## src/hw/acam_pkg.sv

```systemverilog
// Package of constants and types for the converter code alarm monitor
package acam_pkg;
    // Result code width and number of codes across full scale
    localparam int CODE_W = 16;
    localparam int CODE_STEPS = 65536;
    // Number of converter channels
    localparam int NUM_CH = 4;
    // Channel index width
    localparam int CH_W = 2;
    // Serial clock falling edge on which the alarm output may move
    localparam logic [5:0] ALARM_EDGE = 6'h10;
    // Reset values
    localparam logic [15:0] THRESH_RST = 16'h0000;
    localparam logic [15:0] HYST_RST = 16'h0000;
    // Reference source after strap decode
    typedef enum logic {ACAM_REF_INTERNAL, ACAM_REF_EXTERNAL} acam_ref_t;
    // Frame sequencer states
    typedef enum logic [1:0] {ACAM_IDLE, ACAM_FRAME, ACAM_DONE} acam_state_t;
endpackage : acam_pkg

```

## src/hw/acam_chan_alarm.sv

```systemverilog
// One channel's high and low alarm flags with hysteresis
`timescale 1ns/10ps
module acam_chan_alarm #(
    parameter int W = 16
) (
    input wire logic ref_clk,
    input wire logic rstn,
    input wire logic eval,
    input wire logic [W-1:0] code,
    input wire logic [W-1:0] hi_thresh,
    input wire logic [W-1:0] hi_hyst,
    input wire logic [W-1:0] lo_thresh,
    input wire logic [W-1:0] lo_hyst,
    output logic hi_flag_q,
    output logic lo_flag_q
);
    // Bounds widened by two bits so sums and differences never wrap
    logic signed [W+1:0] code_x, hi_set, hi_clr, lo_set, lo_clr;
    logic hi_flag_d, lo_flag_d;

    // Unsigned compare limits, evaluated in a wider signed space
    always_comb begin
        code_x = signed'({2'b00, code});
        hi_set = signed'({2'b00, hi_thresh}) + signed'({2'b00, hi_hyst});
        hi_clr = signed'({2'b00, hi_thresh}) - signed'({2'b00, hi_hyst}) - (W+2)'(2);
        lo_set = signed'({2'b00, lo_thresh}) - signed'({2'b00, lo_hyst}) - (W+2)'(1);
        lo_clr = signed'({2'b00, lo_thresh}) + signed'({2'b00, lo_hyst}) + (W+2)'(1);
        hi_flag_d = hi_flag_q;
        lo_flag_d = lo_flag_q;
        // Only a fresh result re-evaluates; flags hold otherwise
        if (eval) begin
            // High alarm: set above T+H, clear at or below T-H-2
            if (code_x > hi_set) begin
                hi_flag_d = 1'b1;
            end else if (code_x <= hi_clr) begin
                hi_flag_d = 1'b0;
            end
            // Low alarm: set below T-H-1, clear at T+H+1 or above
            if (code_x < lo_set) begin
                lo_flag_d = 1'b1;
            end else if (code_x >= lo_clr) begin
                lo_flag_d = 1'b0;
            end
        end
    end

    // Flag registers
    always_ff @(posedge ref_clk or negedge rstn) begin
        if (!rstn) begin
            hi_flag_q <= 1'b0;
            lo_flag_q <= 1'b0;
        end else begin
            hi_flag_q <= hi_flag_d;
            lo_flag_q <= lo_flag_d;
        end
    end
endmodule : acam_chan_alarm

```

## src/hw/acam_monitor.sv

```systemverilog
// Result-side alarm monitor of a multi-channel converter
// Contract
// - Results are 16-bit unsigned straight binary.
// - Code zero is negative full scale, linear.
// - Alarm output high when any flag set.
// - Alarm output moves only on 16th falling edge.
// - Each channel has high and low alarms.
// - High sets above T+H, clears at T-H-2.
// - Low sets below T-H-1, clears at T+H+1.
// - Host programs thresholds and hysteresis; device applies.
// - Strap low internal reference, high external.
// - Chip-select fall starts frame and conversion.
`timescale 1ns/10ps
module acam_monitor #(
    parameter int NCH = acam_pkg::NUM_CH,
    parameter int W = acam_pkg::CODE_W
) (
    input wire logic ref_clk,
    input wire logic rstn,
    // Serial link pins, asynchronous to ref_clk
    input wire logic sclk,
    input wire logic cs_n,
    // Channel chosen by the previous frame
    input wire logic [acam_pkg::CH_W-1:0] next_channel,
    // Converter core result, same clock domain
    input wire logic result_valid,
    input wire logic [W-1:0] result_code,
    // Threshold and hysteresis values from the serial port registers
    input wire logic [NCH*W-1:0] hi_thresh,
    input wire logic [NCH*W-1:0] hi_hyst,
    input wire logic [NCH*W-1:0] lo_thresh,
    input wire logic [NCH*W-1:0] lo_hyst,
    // Reference strap pin
    input wire logic reference_source_strap,
    // Conversion start pulse and channel to sample
    output logic conv_start,
    output logic [acam_pkg::CH_W-1:0] conv_channel,
    // Last result, straight binary
    output logic [W-1:0] result_out,
    // Alarm flags for the host to read
    output logic [NCH-1:0] hi_flags,
    output logic [NCH-1:0] lo_flags,
    // Shared alarm pin
    output logic alarm,
    // Reference control: external mode makes the reference pin an input
    output logic ref_external,
    output logic reference_voltage_pin_oe
);
    // Two-flop synchronisers for the link pins and the strap
    // Stage three of each link chain only delays for edge detection
    logic sclk_s1_q, sclk_s2_q, sclk_s3_q;
    logic cs_s1_q, cs_s2_q, cs_s3_q;
    logic strap_s1_q, strap_s2_q;
    logic sclk_s1_d, sclk_s2_d, sclk_s3_d, cs_s1_d, cs_s2_d, cs_s3_d;
    logic strap_s1_d, strap_s2_d;

    // Next values of the sync chains
    always_comb begin
        sclk_s1_d = sclk;
        sclk_s2_d = sclk_s1_q;
        sclk_s3_d = sclk_s2_q;
        cs_s1_d = cs_n;
        cs_s2_d = cs_s1_q;
        cs_s3_d = cs_s2_q;
        strap_s1_d = reference_source_strap;
        strap_s2_d = strap_s1_q;
    end

    // Sync chain registers; clock stages reset low, so a pin idling high
    // shows only a harmless rise after reset, never a false fall
    // Select stages reset high (idle) so reset never looks like a frame start
    always_ff @(posedge ref_clk or negedge rstn) begin
        if (!rstn) begin
            sclk_s1_q <= 1'b0;
            sclk_s2_q <= 1'b0;
            sclk_s3_q <= 1'b0;
            cs_s1_q <= 1'b1;
            cs_s2_q <= 1'b1;
            cs_s3_q <= 1'b1;
            strap_s1_q <= 1'b0;
            strap_s2_q <= 1'b0;
        end else begin
            sclk_s1_q <= sclk_s1_d;
            sclk_s2_q <= sclk_s2_d;
            sclk_s3_q <= sclk_s3_d;
            cs_s1_q <= cs_s1_d;
            cs_s2_q <= cs_s2_d;
            cs_s3_q <= cs_s3_d;
            strap_s1_q <= strap_s1_d;
            strap_s2_q <= strap_s2_d;
        end
    end

    // Edge detects look only at synchronised stages
    logic sclk_fall, cs_fall, cs_high;
    assign sclk_fall = sclk_s3_q & ~sclk_s2_q;
    assign cs_fall = cs_s3_q & ~cs_s2_q;
    assign cs_high = cs_s2_q;

    // Frame sequencer, falling-edge counter and output state
    acam_pkg::acam_state_t state_q, state_d;
    // Six bits leave room past the 16th fall; counting stops there
    logic [5:0] edge_cnt_q, edge_cnt_d;
    // Start pulse lasts one clock; channel holds for the whole frame
    logic conv_start_q, conv_start_d;
    logic [acam_pkg::CH_W-1:0] conv_ch_q, conv_ch_d;
    logic [W-1:0] result_q, result_d;
    logic alarm_q, alarm_d;
    logic [NCH-1:0] hi_f, lo_f;
    logic any_flag;
    logic [NCH-1:0] ch_eval;

    // Any channel flag drives the pin level
    assign any_flag = |{hi_f, lo_f};

    always_comb begin
        state_d = state_q;
        edge_cnt_d = edge_cnt_q;
        conv_start_d = 1'b0;
        conv_ch_d = conv_ch_q;
        result_d = result_q;
        alarm_d = alarm_q;
        // Result passes through unchanged: straight binary code
        if (result_valid) begin
            result_d = result_code;
        end
        case (state_q)
            acam_pkg::ACAM_IDLE: begin
                // Frame opens on chip-select fall; sample prior channel
                if (cs_fall) begin
                    state_d = acam_pkg::ACAM_FRAME;
                    edge_cnt_d = 6'h00;
                    conv_start_d = 1'b1;
                    conv_ch_d = next_channel;
                end
            end
            acam_pkg::ACAM_FRAME: begin
                // Select rising early aborts the frame; alarm keeps its level
                if (cs_high) begin
                    state_d = acam_pkg::ACAM_IDLE;
                end else if (sclk_fall) begin
                    edge_cnt_d = edge_cnt_q + 6'h01;
                    // Alarm pin only updates on the 16th fall
                    if (edge_cnt_q + 6'h01 == acam_pkg::ALARM_EDGE) begin
                        alarm_d = any_flag;
                        state_d = acam_pkg::ACAM_DONE;
                    end
                end
            end
            acam_pkg::ACAM_DONE: begin
                // Rest of frame ignored until chip select rises
                if (cs_high) begin
                    state_d = acam_pkg::ACAM_IDLE;
                end
            end
            default: state_d = acam_pkg::ACAM_IDLE;
        endcase
    end

    // Sequencer registers
    // Result register keeps the last code until the next valid result
    always_ff @(posedge ref_clk or negedge rstn) begin
        if (!rstn) begin
            state_q <= acam_pkg::ACAM_IDLE;
            edge_cnt_q <= 6'h00;
            conv_start_q <= 1'b0;
            conv_ch_q <= '0;
            result_q <= '0;
            alarm_q <= 1'b0;
        end else begin
            state_q <= state_d;
            edge_cnt_q <= edge_cnt_d;
            conv_start_q <= conv_start_d;
            conv_ch_q <= conv_ch_d;
            result_q <= result_d;
            alarm_q <= alarm_d;
        end
    end

    // New result re-evaluates only the converted channel
    // The result belongs to the channel latched at frame start
    always_comb begin
        for (int i = 0; i < NCH; i++) begin
            ch_eval[i] = result_valid && (conv_ch_q == acam_pkg::CH_W'(i));
        end
    end

    // Two alarms per channel, each with own threshold and hysteresis
    generate
        for (genvar g = 0; g < NCH; g++) begin : g_ch
            acam_chan_alarm #(.W(W)) u_alarm (
                .ref_clk(ref_clk),
                .rstn(rstn),
                .eval(ch_eval[g]),
                .code(result_code),
                .hi_thresh(hi_thresh[g*W +: W]),
                .hi_hyst(hi_hyst[g*W +: W]),
                .lo_thresh(lo_thresh[g*W +: W]),
                .lo_hyst(lo_hyst[g*W +: W]),
                .hi_flag_q(hi_f[g]),
                .lo_flag_q(lo_f[g])
            );
        end
    endgenerate

    // Strap low selects internal reference, high external
    acam_pkg::acam_ref_t ref_sel;
    assign ref_sel = strap_s2_q ? acam_pkg::ACAM_REF_EXTERNAL
                                : acam_pkg::ACAM_REF_INTERNAL;

    // Outputs
    assign conv_start = conv_start_q;
    assign conv_channel = conv_ch_q;
    assign result_out = result_q;
    // Flags are read by the host after it sees the alarm pin high
    assign hi_flags = hi_f;
    assign lo_flags = lo_f;
    assign alarm = alarm_q;
    assign ref_external = strap_s2_q;
    // Reference pin driven only in internal mode
    assign reference_voltage_pin_oe = (ref_sel == acam_pkg::ACAM_REF_INTERNAL);
endmodule : acam_monitor

```

## config.mk

```make
export PLATFORM = sky130hd
export DESIGN_NAME = acam_monitor
export DESIGN_NICKNAME = d
export VERILOG_FILES = /design/src/hw/acam_pkg.sv /design/src/hw/acam_chan_alarm.sv /design/src/hw/acam_monitor.sv
export SDC_FILE = /design/constraint.sdc
export NUM_CORES = 1
export LEC_CHECK = 0
export BUFFER_PORTS_ARGS = -buffer_cell sky130_fd_sc_hd__buf_2
export CORE_ASPECT_RATIO = 1.4
export CORE_MARGIN = 1
export CORE_UTILIZATION = 50
export CTS_CLUSTER_DIAMETER = 30
export DETAILED_ROUTE_END_ITERATION = 8
export PLACE_DENSITY = 0.77
export REMOVE_ABC_BUFFERS = 1
export SLEW_MARGIN = 20
export SYNTH_ARGS = -nofsm -noshare
export SYNTH_HDL_FRONTEND = slang
export SYNTH_SLANG_ARGS = --single-unit
```

## constraint.sdc

```tcl
create_clock -name ref_clk -period 1.95 [get_ports ref_clk]
set_clock_uncertainty 0.15 [all_clocks]
set_input_delay 0.39 -clock ref_clk [delete_from_list [all_inputs] [get_ports ref_clk]]
set_output_delay 0.39 -clock ref_clk [all_outputs]
set_load 0.02 [all_outputs]
```

==> out/metrics.cfg, run 1 <==
[status]
status=complete, but fails checks
violations=negative setup slack

[synthesis]
yosysTopAreaCellShare=0.293
synth_most_common_cell=ha_1
avgSynthCellArea_sq_um=7.48
synth_flop_cell=dfrtp_1
synth_warnings=0
yosys-top-cells-area=ha_1 (29%), xnor2_1 (11%), a21oi_1 (5.4%), inv_1 (5.1%), dfrtp_1 (4.6%)
synth_area_sq_um=22300
yosysSeqAreaShare=0.0496
syn_inst=2979
synthTopCellsByCount=ha_1 (521), inv_1 (305), xnor2_1 (268)
synth-seq-cells=44
synthArstFlopShare=1.00
yosys.area.top_type=ha_1
ys_types=102
synth_edf_count=0

[die]
dieWidth_microns=180
initial_core_util=0.506
pin_count=310
die_h_microns=252
rows=91
core-area_sq_um=44100
die_area_sq_um=45400

[routing]
wl_mm=84.7
dr.first_iter.drc_count=1436
drc=0
ant_nets=0
via_count=27800
via_per_inst=5.76
wl_per_cell_microns=17.6
firstDrtPassIters=5

[grt]
grt-ovfl-total=0
grt_usage=0.340
grt_pass1_wl_mm=127
antenna_found_initial=9
grt_start_max_net_pins=35
grt_pass1_vias=27800

[finish]
multiInputGateArea_sq_um=21100
area_growth_pct=51.5
drive_above_1_share=0.390
seq_area_sq_um=1100
nets=5067
fillers=2994
final_util=0.766

[pwr]
clockPowerShare=0.065
p_sw_frac=0.470
intPower_mw=8.67
p_seq_frac=0.078
p_leak_nw=17.1
combPwrFrac=0.857
power_mw=16.4
peakVddDrop_v=0.000321
p_per_area_nw_per_um2=485
p_switching_mw=7.70

[clock_tree]
clock_sinks=44
cts_root_buffer=clkbuf_16
cts_buffer_depth=2
cts_tree=yes
htreeDepth=2
clk_pin_slew_ps=80
clk_latency_ps=300
cts_buffers=5

[setup_path]
cp.arrival_ps=4590
reg2reg_depth=8
critPathLaunch=hi_thresh[32]
r2r_start=conv_channel[1]
endpoint=g_ch[2].u_alarm.hi_flag_q
end_kind=flop
critPathKind=in -> reg
r2r_end=g_ch[1].u_alarm.hi_flag_q
cp_data_required_time_ps=1990
start_kind=primary input
r2r_slack_ps=-110
worstPathMaxFanout=4

[placed_design]
dpl.hpwl_mm=65.4
pre_cts_slack_ps=-3150
gp_congestion=0.980
portBuffers=309

[flow_run]
cap_violations=0

[timing]
max_freq_mhz=220
slew_headroom=0.578
period_minus_slack_ps=4550
setup_viol=8
setup_total_negative_slack_ps=-19050
hold_viol=0
setup_ws_ps=-2600
hold_slack_ps=33.7
rsz0062_at_grt=true
tightestPinTransition_ps=628
post-route-period-util=2.33
slew_viol_final=0

[min_path]
hold_class=in -> reg

## sequential cells by signal, indices dropped and copies added, names as in the netlist
signal,flops
g_ch.u_alarm.lo_flag_q,4
conv_channel,2
cs_s1_q,1
alarm,1
state_q,2
sclk_s1_q,1
conv_start,1
strap_s1_q,1
cs_s3_q,1
result_out,16
sclk_s2_q,1
sclk_s3_q,1
ref_external,1
cs_high,1
edge_cnt_q,6
g_ch.u_alarm.hi_flag_q,4
## power groups by stage
stage | combinational [mW] | sequential (mW) | clock [mW]
4_1_cts | 13.1 | 1.25 | 1.07
3_5_place_dp | 12.4 | 1.26 | 0
2_1_floorplan | 6.90 | 1.29 | 0
6_report | 14.0 | 1.27 | 1.07
3_3_place_gp | 12.0 | 1.27 | 0
5_1_grt | 15.2 | 1.27 | 1.13
## worst min path at each step
| stage | from | to | slack (ps) | depth (start not counted) |
|---|---|---|---|---|
| after global placement | rstn | result_out[5] | 80 | 1 |
| final | reference_source_strap | strap_s1_q | 30 | 1 |
| after global routing | reference_source_strap | strap_s1_q | 40 | 1 |
| after CTS | reference_source_strap | strap_s1_q | 30 | 1 |
| after floorplan | rstn | alarm | -60 | 0 |
| after detailed placement | rstn | result_out[5] | 90 | 1 |
## cell type report
cell class,instances,area share
well taps,558,0.0207
diodes,6,0.000445
inverters,307,0.0346
clock buffers,5,0.00371
repair buffers,1342,0.280
flip-flops and latches,44,0.0327
clock inverters,3,0.00137
multi-input cells,2550,0.626
## repair_timing
action | in CTS | in global routing
setup buffers | 48 | 24
hold buffers | 1 | 0
gates resized for setup | 188 | 174
endpoints found under the hold margin | 3 | 0
pin swaps | 139 | 168
gates cloned | 0 | 0
setup endpoints to repair | 8 | 12
## worst max-delay path, cell delays in order
cell,delay [ps]
buf_2,110
inv_1,50
ha_2,220
fa_2,420
nor2b_2,160
o31ai_2,80
buf_4,160
a21boi_0,140
nor2_1,120
nand2_1,180
nor3_2,280
xnor2_1,190
ha_1,300
a21o_1,190
a21o_1,170
a2111oi_1,430
o21ai_0,200
a21o_1,240
a21oi_2,150
nor2_1,80
a221o_1,320
## routing by layer
metal,global-route usage,vias up,share of wire
met5,0,-,0.00054
met2,0.651,1085,0.51
met1,0.328,13000,0.35
li1,-,13200,-
met3,0.0453,526,0.059
met4,0.261,8,0.089
## cells in the final DEF, fill, tap and decap left out, drive strengths merged, types with 33 or more instances in the layout
| cell type | netlist | routed |
|---|---|---|
| ha | 521 | 521 |
| nor2 | 250 | 250 |
| o21a | 42 | 42 |
| dfrtp | 41 | 41 |
| o21bai | 40 | 40 |
| nand4 | 46 | 46 |
| o21ai | 145 | 145 |
| nor3 | 80 | 80 |
| or3 | 34 | 34 |
| a21oi | 242 | 242 |
| inv | 306 | 307 |
| xnor2 | 268 | 268 |
| nand2b | 47 | 47 |
| a21o | 91 | 91 |
| nor2b | 53 | 53 |
| nor4 | 33 | 33 |
| nand2 | 137 | 137 |
| nand3 | 64 | 64 |
| buf | 21 | 1341 |
| xor2 | 82 | 82 |
## per-stage QoR
stage	area (sq um)	cells
after floorplan	21900	2901
after global placement	31400	4729
after detailed placement	31400	4729
after CTS	32800	4786
after global routing	33800	4814
final	33800	4815
## logic make-up (layout without fill, tap and decap cells)
kind of cell | after synthesis | count (layout) | share of synthesized area
AND/OR/NAND/NOR | 855 | 855 | 0.196
AO/OA/AOI/OAI | 789 | 789 | 0.233
adder cells (fa/ha/maj) | 537 | 537 | 0.307
buffers and inverters | 385 | 1657 | 0.0676
XOR/XNOR | 350 | 350 | 0.138
flip-flops | 44 | 44 | 0.0496
multiplexers | 19 | 19 | 0.00949
other | 0 | 6 | 0
(Power assumes the default switching activity.)
==> run 2, diff against run 1 <==
--- a/config.mk
+++ b/config.mk
@@ -16,4 +16,5 @@
 export SLEW_MARGIN = 20
 export SYNTH_ARGS = -nofsm -noshare
 export SYNTH_HDL_FRONTEND = slang
+export SYNTH_HIERARCHICAL = 1
 export SYNTH_SLANG_ARGS = --single-unit
==> out/metrics.cfg, run 2 <==
[status]
status=complete, but fails checks
violations=negative setup slack

[setup_path]
cp_num_buf_inv=2
end_kind=flop
critPathMaxStageDelay_ps=610
crit_path_top_delay_cell=o21ai_0
start_kind=primary input
crit_chain=buf_2 -> inv_1 -> ha_1 -> nor2b_4 -> o21ai_0 -> a21oi_2 -> nor3b_2 -> o21ai_2 -> or3b_4 -> or3_4 -> xor2_1 -> ha_1 -> a21o_1 -> a21oi_2 -> nor2b_1 -> o21ai_1 -> nand2b_1 -> a221oi_2 -> nor2_1 -> a221o_1
reg2reg_depth=6
worstPathMaxFanout=3
path_delay_family=compound AO/OA/AOI/OAI gates
critPathKind=in -> reg
path_depth=20
cp.arrival_ps=4550
cp_data_required_time_ps=2010

[finish]
area_growth_pct=53.5
nets=5039
final_common_cell=buf_4
largest_reg_flops=16
drive_above_1_share=0.403
final_cell_mix=buf_4 (1,058), ha_1 (491), buf_2 (294), inv_1 (267), nor2_1 (231)
postLayoutCellArea_sq_um=34100

[pwr]
p_per_area_nw_per_um2=472
p_leak_nw=17.2
peakVddDrop_v=0.000388

[synthesis]
synthTopCellsByCount=ha_1 (517), inv_1 (283), nor2_1 (249)
syn_inst=2927
synth_flop_cell=dfrtp_1
synth_warnings=6
synthMuxAreaShare=0.0109
yosysSeqAreaShare=0.0497
synth-seq-cells=44
yosys.area_share.xor_xnor=0.113
synth_area_sq_um=22200
synth_edf_count=0
synthAdderAreaFrac=0.306
synth_most_common_cell=ha_1
synth_compound_area_frac=0.250
yosys.area.top_type=ha_1
avgSynthCellArea_sq_um=7.59
yosys-top-cells-area=ha_1 (29%), xnor2_1 (8.7%), a21oi_1 (4.8%), inv_1 (4.8%), dfrtp_1 (4.6%)
synth-simple-area-share=0.202
ys_types=113
synth_top_family_by_area=adder cells
synthArstFlopShare=1.00
yosysTopAreaCellShare=0.291

[clock_tree]
htreeDepth=2
clk_latency_ps=320
clock_sinks=44
clk_pin_slew_ps=80
cts_root_buffer=clkbuf_16
cts_tree=yes
cts_buffer_depth=2
cts_buffers=5

[timing]
post-route-period-util=2.31
setup_ws_ps=-2550
slew_headroom=0.479
tightestPinTransition_ps=773
period_minus_slack_ps=4500
slew_viol_final=0
max_freq_mhz=222
hold_viol=0
rsz0062_at_grt=true
setup_viol=8

[routing]
wl_per_cell_microns=18.8
via_per_inst=5.90
ant_nets=0
wl_mm=90.1
dr.first_iter.drc_count=1825
firstDrtPassIters=6
via_count=28300
drc=0

[die]
core-area_sq_um=43900
dieWidth_microns=180
initial_core_util=0.505
rows=91
die_h_microns=251
pin_count=310
die_area_sq_um=45300

[min_path]
hold_class=in -> reg
whs_path_depth=1

[placed_design]
pre_cts_slack_ps=-3250
dpl.hpwl_mm=67.6
gp_congestion=0.976
portBuffers=309
dpl_cell_area_sq_um=31800

[grt]
grt-ovfl-total=0
grt_start_max_net_pins=21
grt_usage=0.353
antenna_found_initial=7
grt_pass1_wl_mm=131
grt_pass1_vias=28300

[flow_run]
cap_violations=0

[run 2: cell count changes after synthesis, moves of 16 or more]
| cell | delta |
|---|---|
| xor2_1 | -18 |
| a21o_1 | -17 |
| nand2b_1 | +18 |
| a21oi_1 | -25 |
| nand4_1 | -20 |
| xnor2_1 | -47 |
| nor4_1 | -16 |
| inv_1 | -22 |
[run 2: cells by family after synthesis]
| logic type | count (synthesis) |
|---|---|
| muxes | 22 |
| and+or+nand+nor | 852 |
| DFF | 44 |
| buffers and inverters | 379 |
| AOI/OAI and AO/OA | 812 |
| adders and majority gates | 533 |
| xor gates and xnor gates | 285 |
[run 2: layout make-up]
type	instances	area [sq um]
fillers	2764	9860
diodes	2	5.00
repair buffers	1386	9950
multi-input cells	2504	21100
flip-flops and latches	44	1100
well taps	558	698
inverters	285	1090
clock buffers	5	125
clock inverters	3	46.3
[run 2: what timing repair did]
item | CTS | global route
endpoints found under the setup margin | 8 | 8
hold buffers | 1 | 0
pin swaps | 126 | 154
resized for setup | 167 | 193
endpoints found under the hold margin | 11 | 0
buffers inserted | 35 | 33
[run 2: per-layer routing]
metal,vias up,GRT usage,part of all wire
met5,-,0,0.00062
met4,8,0.262,0.084
met3,520,0.0508,0.061
met2,1342,0.667,0.50
met1,13200,0.350,0.35
li1,13200,-,-
[run 2: worst paths after layout]
path	end	startpoint	slack (ps)
worst max-delay path	g_ch[1].u_alarm/hi_flag_q	hi_hyst[18]	-2550
worst min-delay path	strap_s1_q	reference_source_strap	30
worst max register to register	g_ch[0].u_alarm/lo_flag_q	conv_channel[0]	-30
worst min register to register	sclk_s2_q	sclk_s1_q	200
max in group asynchronous	cs_high	rstn	640
min in group asynchronous	edge_cnt_q[0]	rstn	420
[run 2: metrics by stage]
stage          instances  total power, mW  setup TNS (ps)  utilization  hold WS [ps]
3_5_place_dp        4713             13.4          -22000        0.724           189
2_1_floorplan       2833             7.91          -18570            -         -55.6
3_3_place_gp        4713             12.9          -21110        0.724           187
4_1_cts             4755             14.9          -16540        0.748          20.3
5_1_grt             4787             17.3          -18690        0.776          18.2
6_report            4787             16.1          -17440        0.776          32.5
[run 2: power by group]
group | leakage (nW) | internal [mW] | total (mW) | switching, mW
Sequential | 0.523 | 1.03 | 1.21 | 0.180
Clock | 0.0804 | 0.613 | 1.10 | 0.491
Combinational | 16.6 | 6.88 | 13.8 | 6.89
Total | 17.2 | 8.52 | 16.1 | 7.56
==> run 3, diff against run 2 <==
--- a/config.mk
+++ b/config.mk
@@ -7,11 +7,11 @@
 export LEC_CHECK = 0
 export BUFFER_PORTS_ARGS = -buffer_cell sky130_fd_sc_hd__buf_2
 export CORE_ASPECT_RATIO = 1.4
-export CORE_MARGIN = 1
-export CORE_UTILIZATION = 50
+export CORE_MARGIN = 2
+export CORE_UTILIZATION = 51
 export CTS_CLUSTER_DIAMETER = 30
 export DETAILED_ROUTE_END_ITERATION = 8
-export PLACE_DENSITY = 0.77
+export PLACE_DENSITY = 0.78
 export REMOVE_ABC_BUFFERS = 1
 export SLEW_MARGIN = 20
 export SYNTH_ARGS = -nofsm -noshare
==> out/metrics.cfg, run 3 (same netlist as run 2, synthesis figures left out) <==
[status]
status=complete, but fails checks
violations=negative setup slack

[clock_tree]
clk_pin_slew_ps=70
clk_latency_ps=300
htreeDepth=2
cts_buffer_depth=2
cts_root_buffer=clkbuf_16
cts_buffers=5
cts_tree=yes
clock_sinks=44

[die]
rows=90
initial_core_util=0.516
core-area_sq_um=43000
dieWidth_microns=180
die_area_sq_um=45300
pin_count=310
die_h_microns=251

[pwr]
power_mw=16.2
p_per_area_nw_per_um2=474
peakVddDrop_v=0.000357
p_leak_nw=17.2

[routing]
via_per_inst=5.95
wl_per_cell_microns=18.9
drc=0
via_count=28400
firstDrtPassIters=6
ant_nets=0
dr.first_iter.drc_count=2030
wl_mm=90.4

[setup_path]
critPathKind=in -> reg
crit_path_top_delay_cell=or3b_4
worstPathMaxFanout=3
cp_data_required_time_ps=1990
r2r_slack_ps=10
end_kind=flop
critPathMaxStageDelay_ps=420
cp_num_buf_inv=1
reg2reg_depth=6
path_delay_family=compound AO/OA/AOI/OAI gates
r2r_start=conv_channel[0]
cp.arrival_ps=4490
crit_chain=buf_6 -> ha_4 -> fa_2 -> nor2b_2 -> o2111ai_2 -> and3_4 -> o41a_1 -> a31oi_1 -> or3b_4 -> or3_4 -> xor2_2 -> ha_1 -> a21o_1 -> a21oi_2 -> nor2b_1 -> o21ai_1 -> nand2b_1 -> a221oi_2 -> nor2_1 -> a221o_1
start_kind=primary input
r2r_end=g_ch[0].u_alarm/lo_flag_q

[placed_design]
dpl_cell_area_sq_um=31700
gp_congestion=0.955
portBuffers=309
dpl.hpwl_mm=67.7

[min_path]
whs_path_depth=1
hold_class=in -> reg
hold_path.startpoint=cs_n
min_to=cs_s1_q

[finish]
area_growth_pct=53.4
largest_reg_flops=16
final_cell_mix=buf_4 (1,053), ha_1 (488), buf_2 (290), inv_1 (261), nor2_1 (232)
drive_above_1_share=0.405
final_common_cell=buf_4
nets=5034
postLayoutCellArea_sq_um=34100

[grt]
grt_use_met3=0.0294
antenna_found_initial=5
grt_pass1_vias=28700
met1_usage=0.366
grt-ovfl-total=0
grt_start_max_net_pins=45
grt_pass1_wl_mm=134
grt_usage=0.357
met2_usage=0.680
grt_busiest_layer=met2

[timing]
slew_viol_final=0
post-route-period-util=2.29
setup_ws_ps=-2510
slew_headroom=0.577
hold_viol=0
tightestPinTransition_ps=619
rsz0062_at_grt=true
setup_viol=8
period_minus_slack_ps=4460
max_freq_mhz=224

[flow_run]
cap_violations=0

==> run 3: changes by cell type in the layout (fill, tap and decap cells not counted), sizes merged <==
cell / before / now
diode: 2 / 3
clkinv: 2 / 3
buf: 1385 / 1380
inv: 284 / 283
clkbuf: 5 / 6
clkinvlp: 1 / 0
==> run 3: cell type report <==
cell class                 instances  area (sq um)
antenna                            3          7.51
clock buffer                       6           139
clock inverter                     2          38.8
fill                            2666          8950
inverter                         285          1100
multi-input combinational       2504         21100
sequential                        44          1100
tap                              552           691
timing repair buffer            1381          9900
==> run 3: timing repair <==
| action | in CTS | in global routing |
|---|---|---|
| resized for setup | 251 | 138 |
| hold buffers | 1 | 0 |
| gates cloned | 0 | 0 |
| setup endpoints to repair | 8 | 8 |
| buffers inserted | 42 | 22 |
| pin swaps | 187 | 131 |
| endpoints found under the hold margin | 41 | 0 |
==> run 3: worst max path at each step <==
stage                  startpoint                         to  slack (ps)  cells past startpoint
floorplan           hi_thresh[16]  g_ch[1].u_alarm/hi_flag_q       -2900                     20
finish                hi_hyst[32]  g_ch[2].u_alarm/hi_flag_q       -2510                     20
CTS                   hi_hyst[32]  g_ch[2].u_alarm/hi_flag_q       -2430                     20
global placement    hi_thresh[32]  g_ch[2].u_alarm/hi_flag_q       -3110                     21
global route        hi_thresh[16]  g_ch[1].u_alarm/hi_flag_q       -2740                     20
detailed placement  hi_thresh[32]  g_ch[2].u_alarm/hi_flag_q       -3120                     20
==> run 3: routing by layer <==
layer,vias up,wire length [microns]
met5,-,23
met4,4,8280
met3,611,5480
met2,1400,45100
met1,13300,31600
li1,13100,-
==> run 3: through the flow <==
step | utilization | instances | worst slack, ps | TNS, ps | hold slack [ps]
4_1_cts | 0.774 | 4754 | -2430 | -16290 | 67.4
6_report | 0.792 | 4777 | -2510 | -17060 | 72.0
2_1_floorplan | - | 2833 | -2900 | -18570 | -55.6
3_5_place_dp | 0.737 | 4705 | -3120 | -21480 | 186
5_1_grt | 0.792 | 4777 | -2740 | -18650 | 63.3
3_3_place_gp | 0.737 | 4705 | -3110 | -20960 | 181
==> run 3: power by group <==
part / total, mW / internal [mW] / switching, mW
logic: 13.9 / 6.87 / 6.99
clock network: 1.07 / 0.645 / 0.430
registers: 1.22 / 1.03 / 0.195
total: 16.2 / 8.55 / 7.61
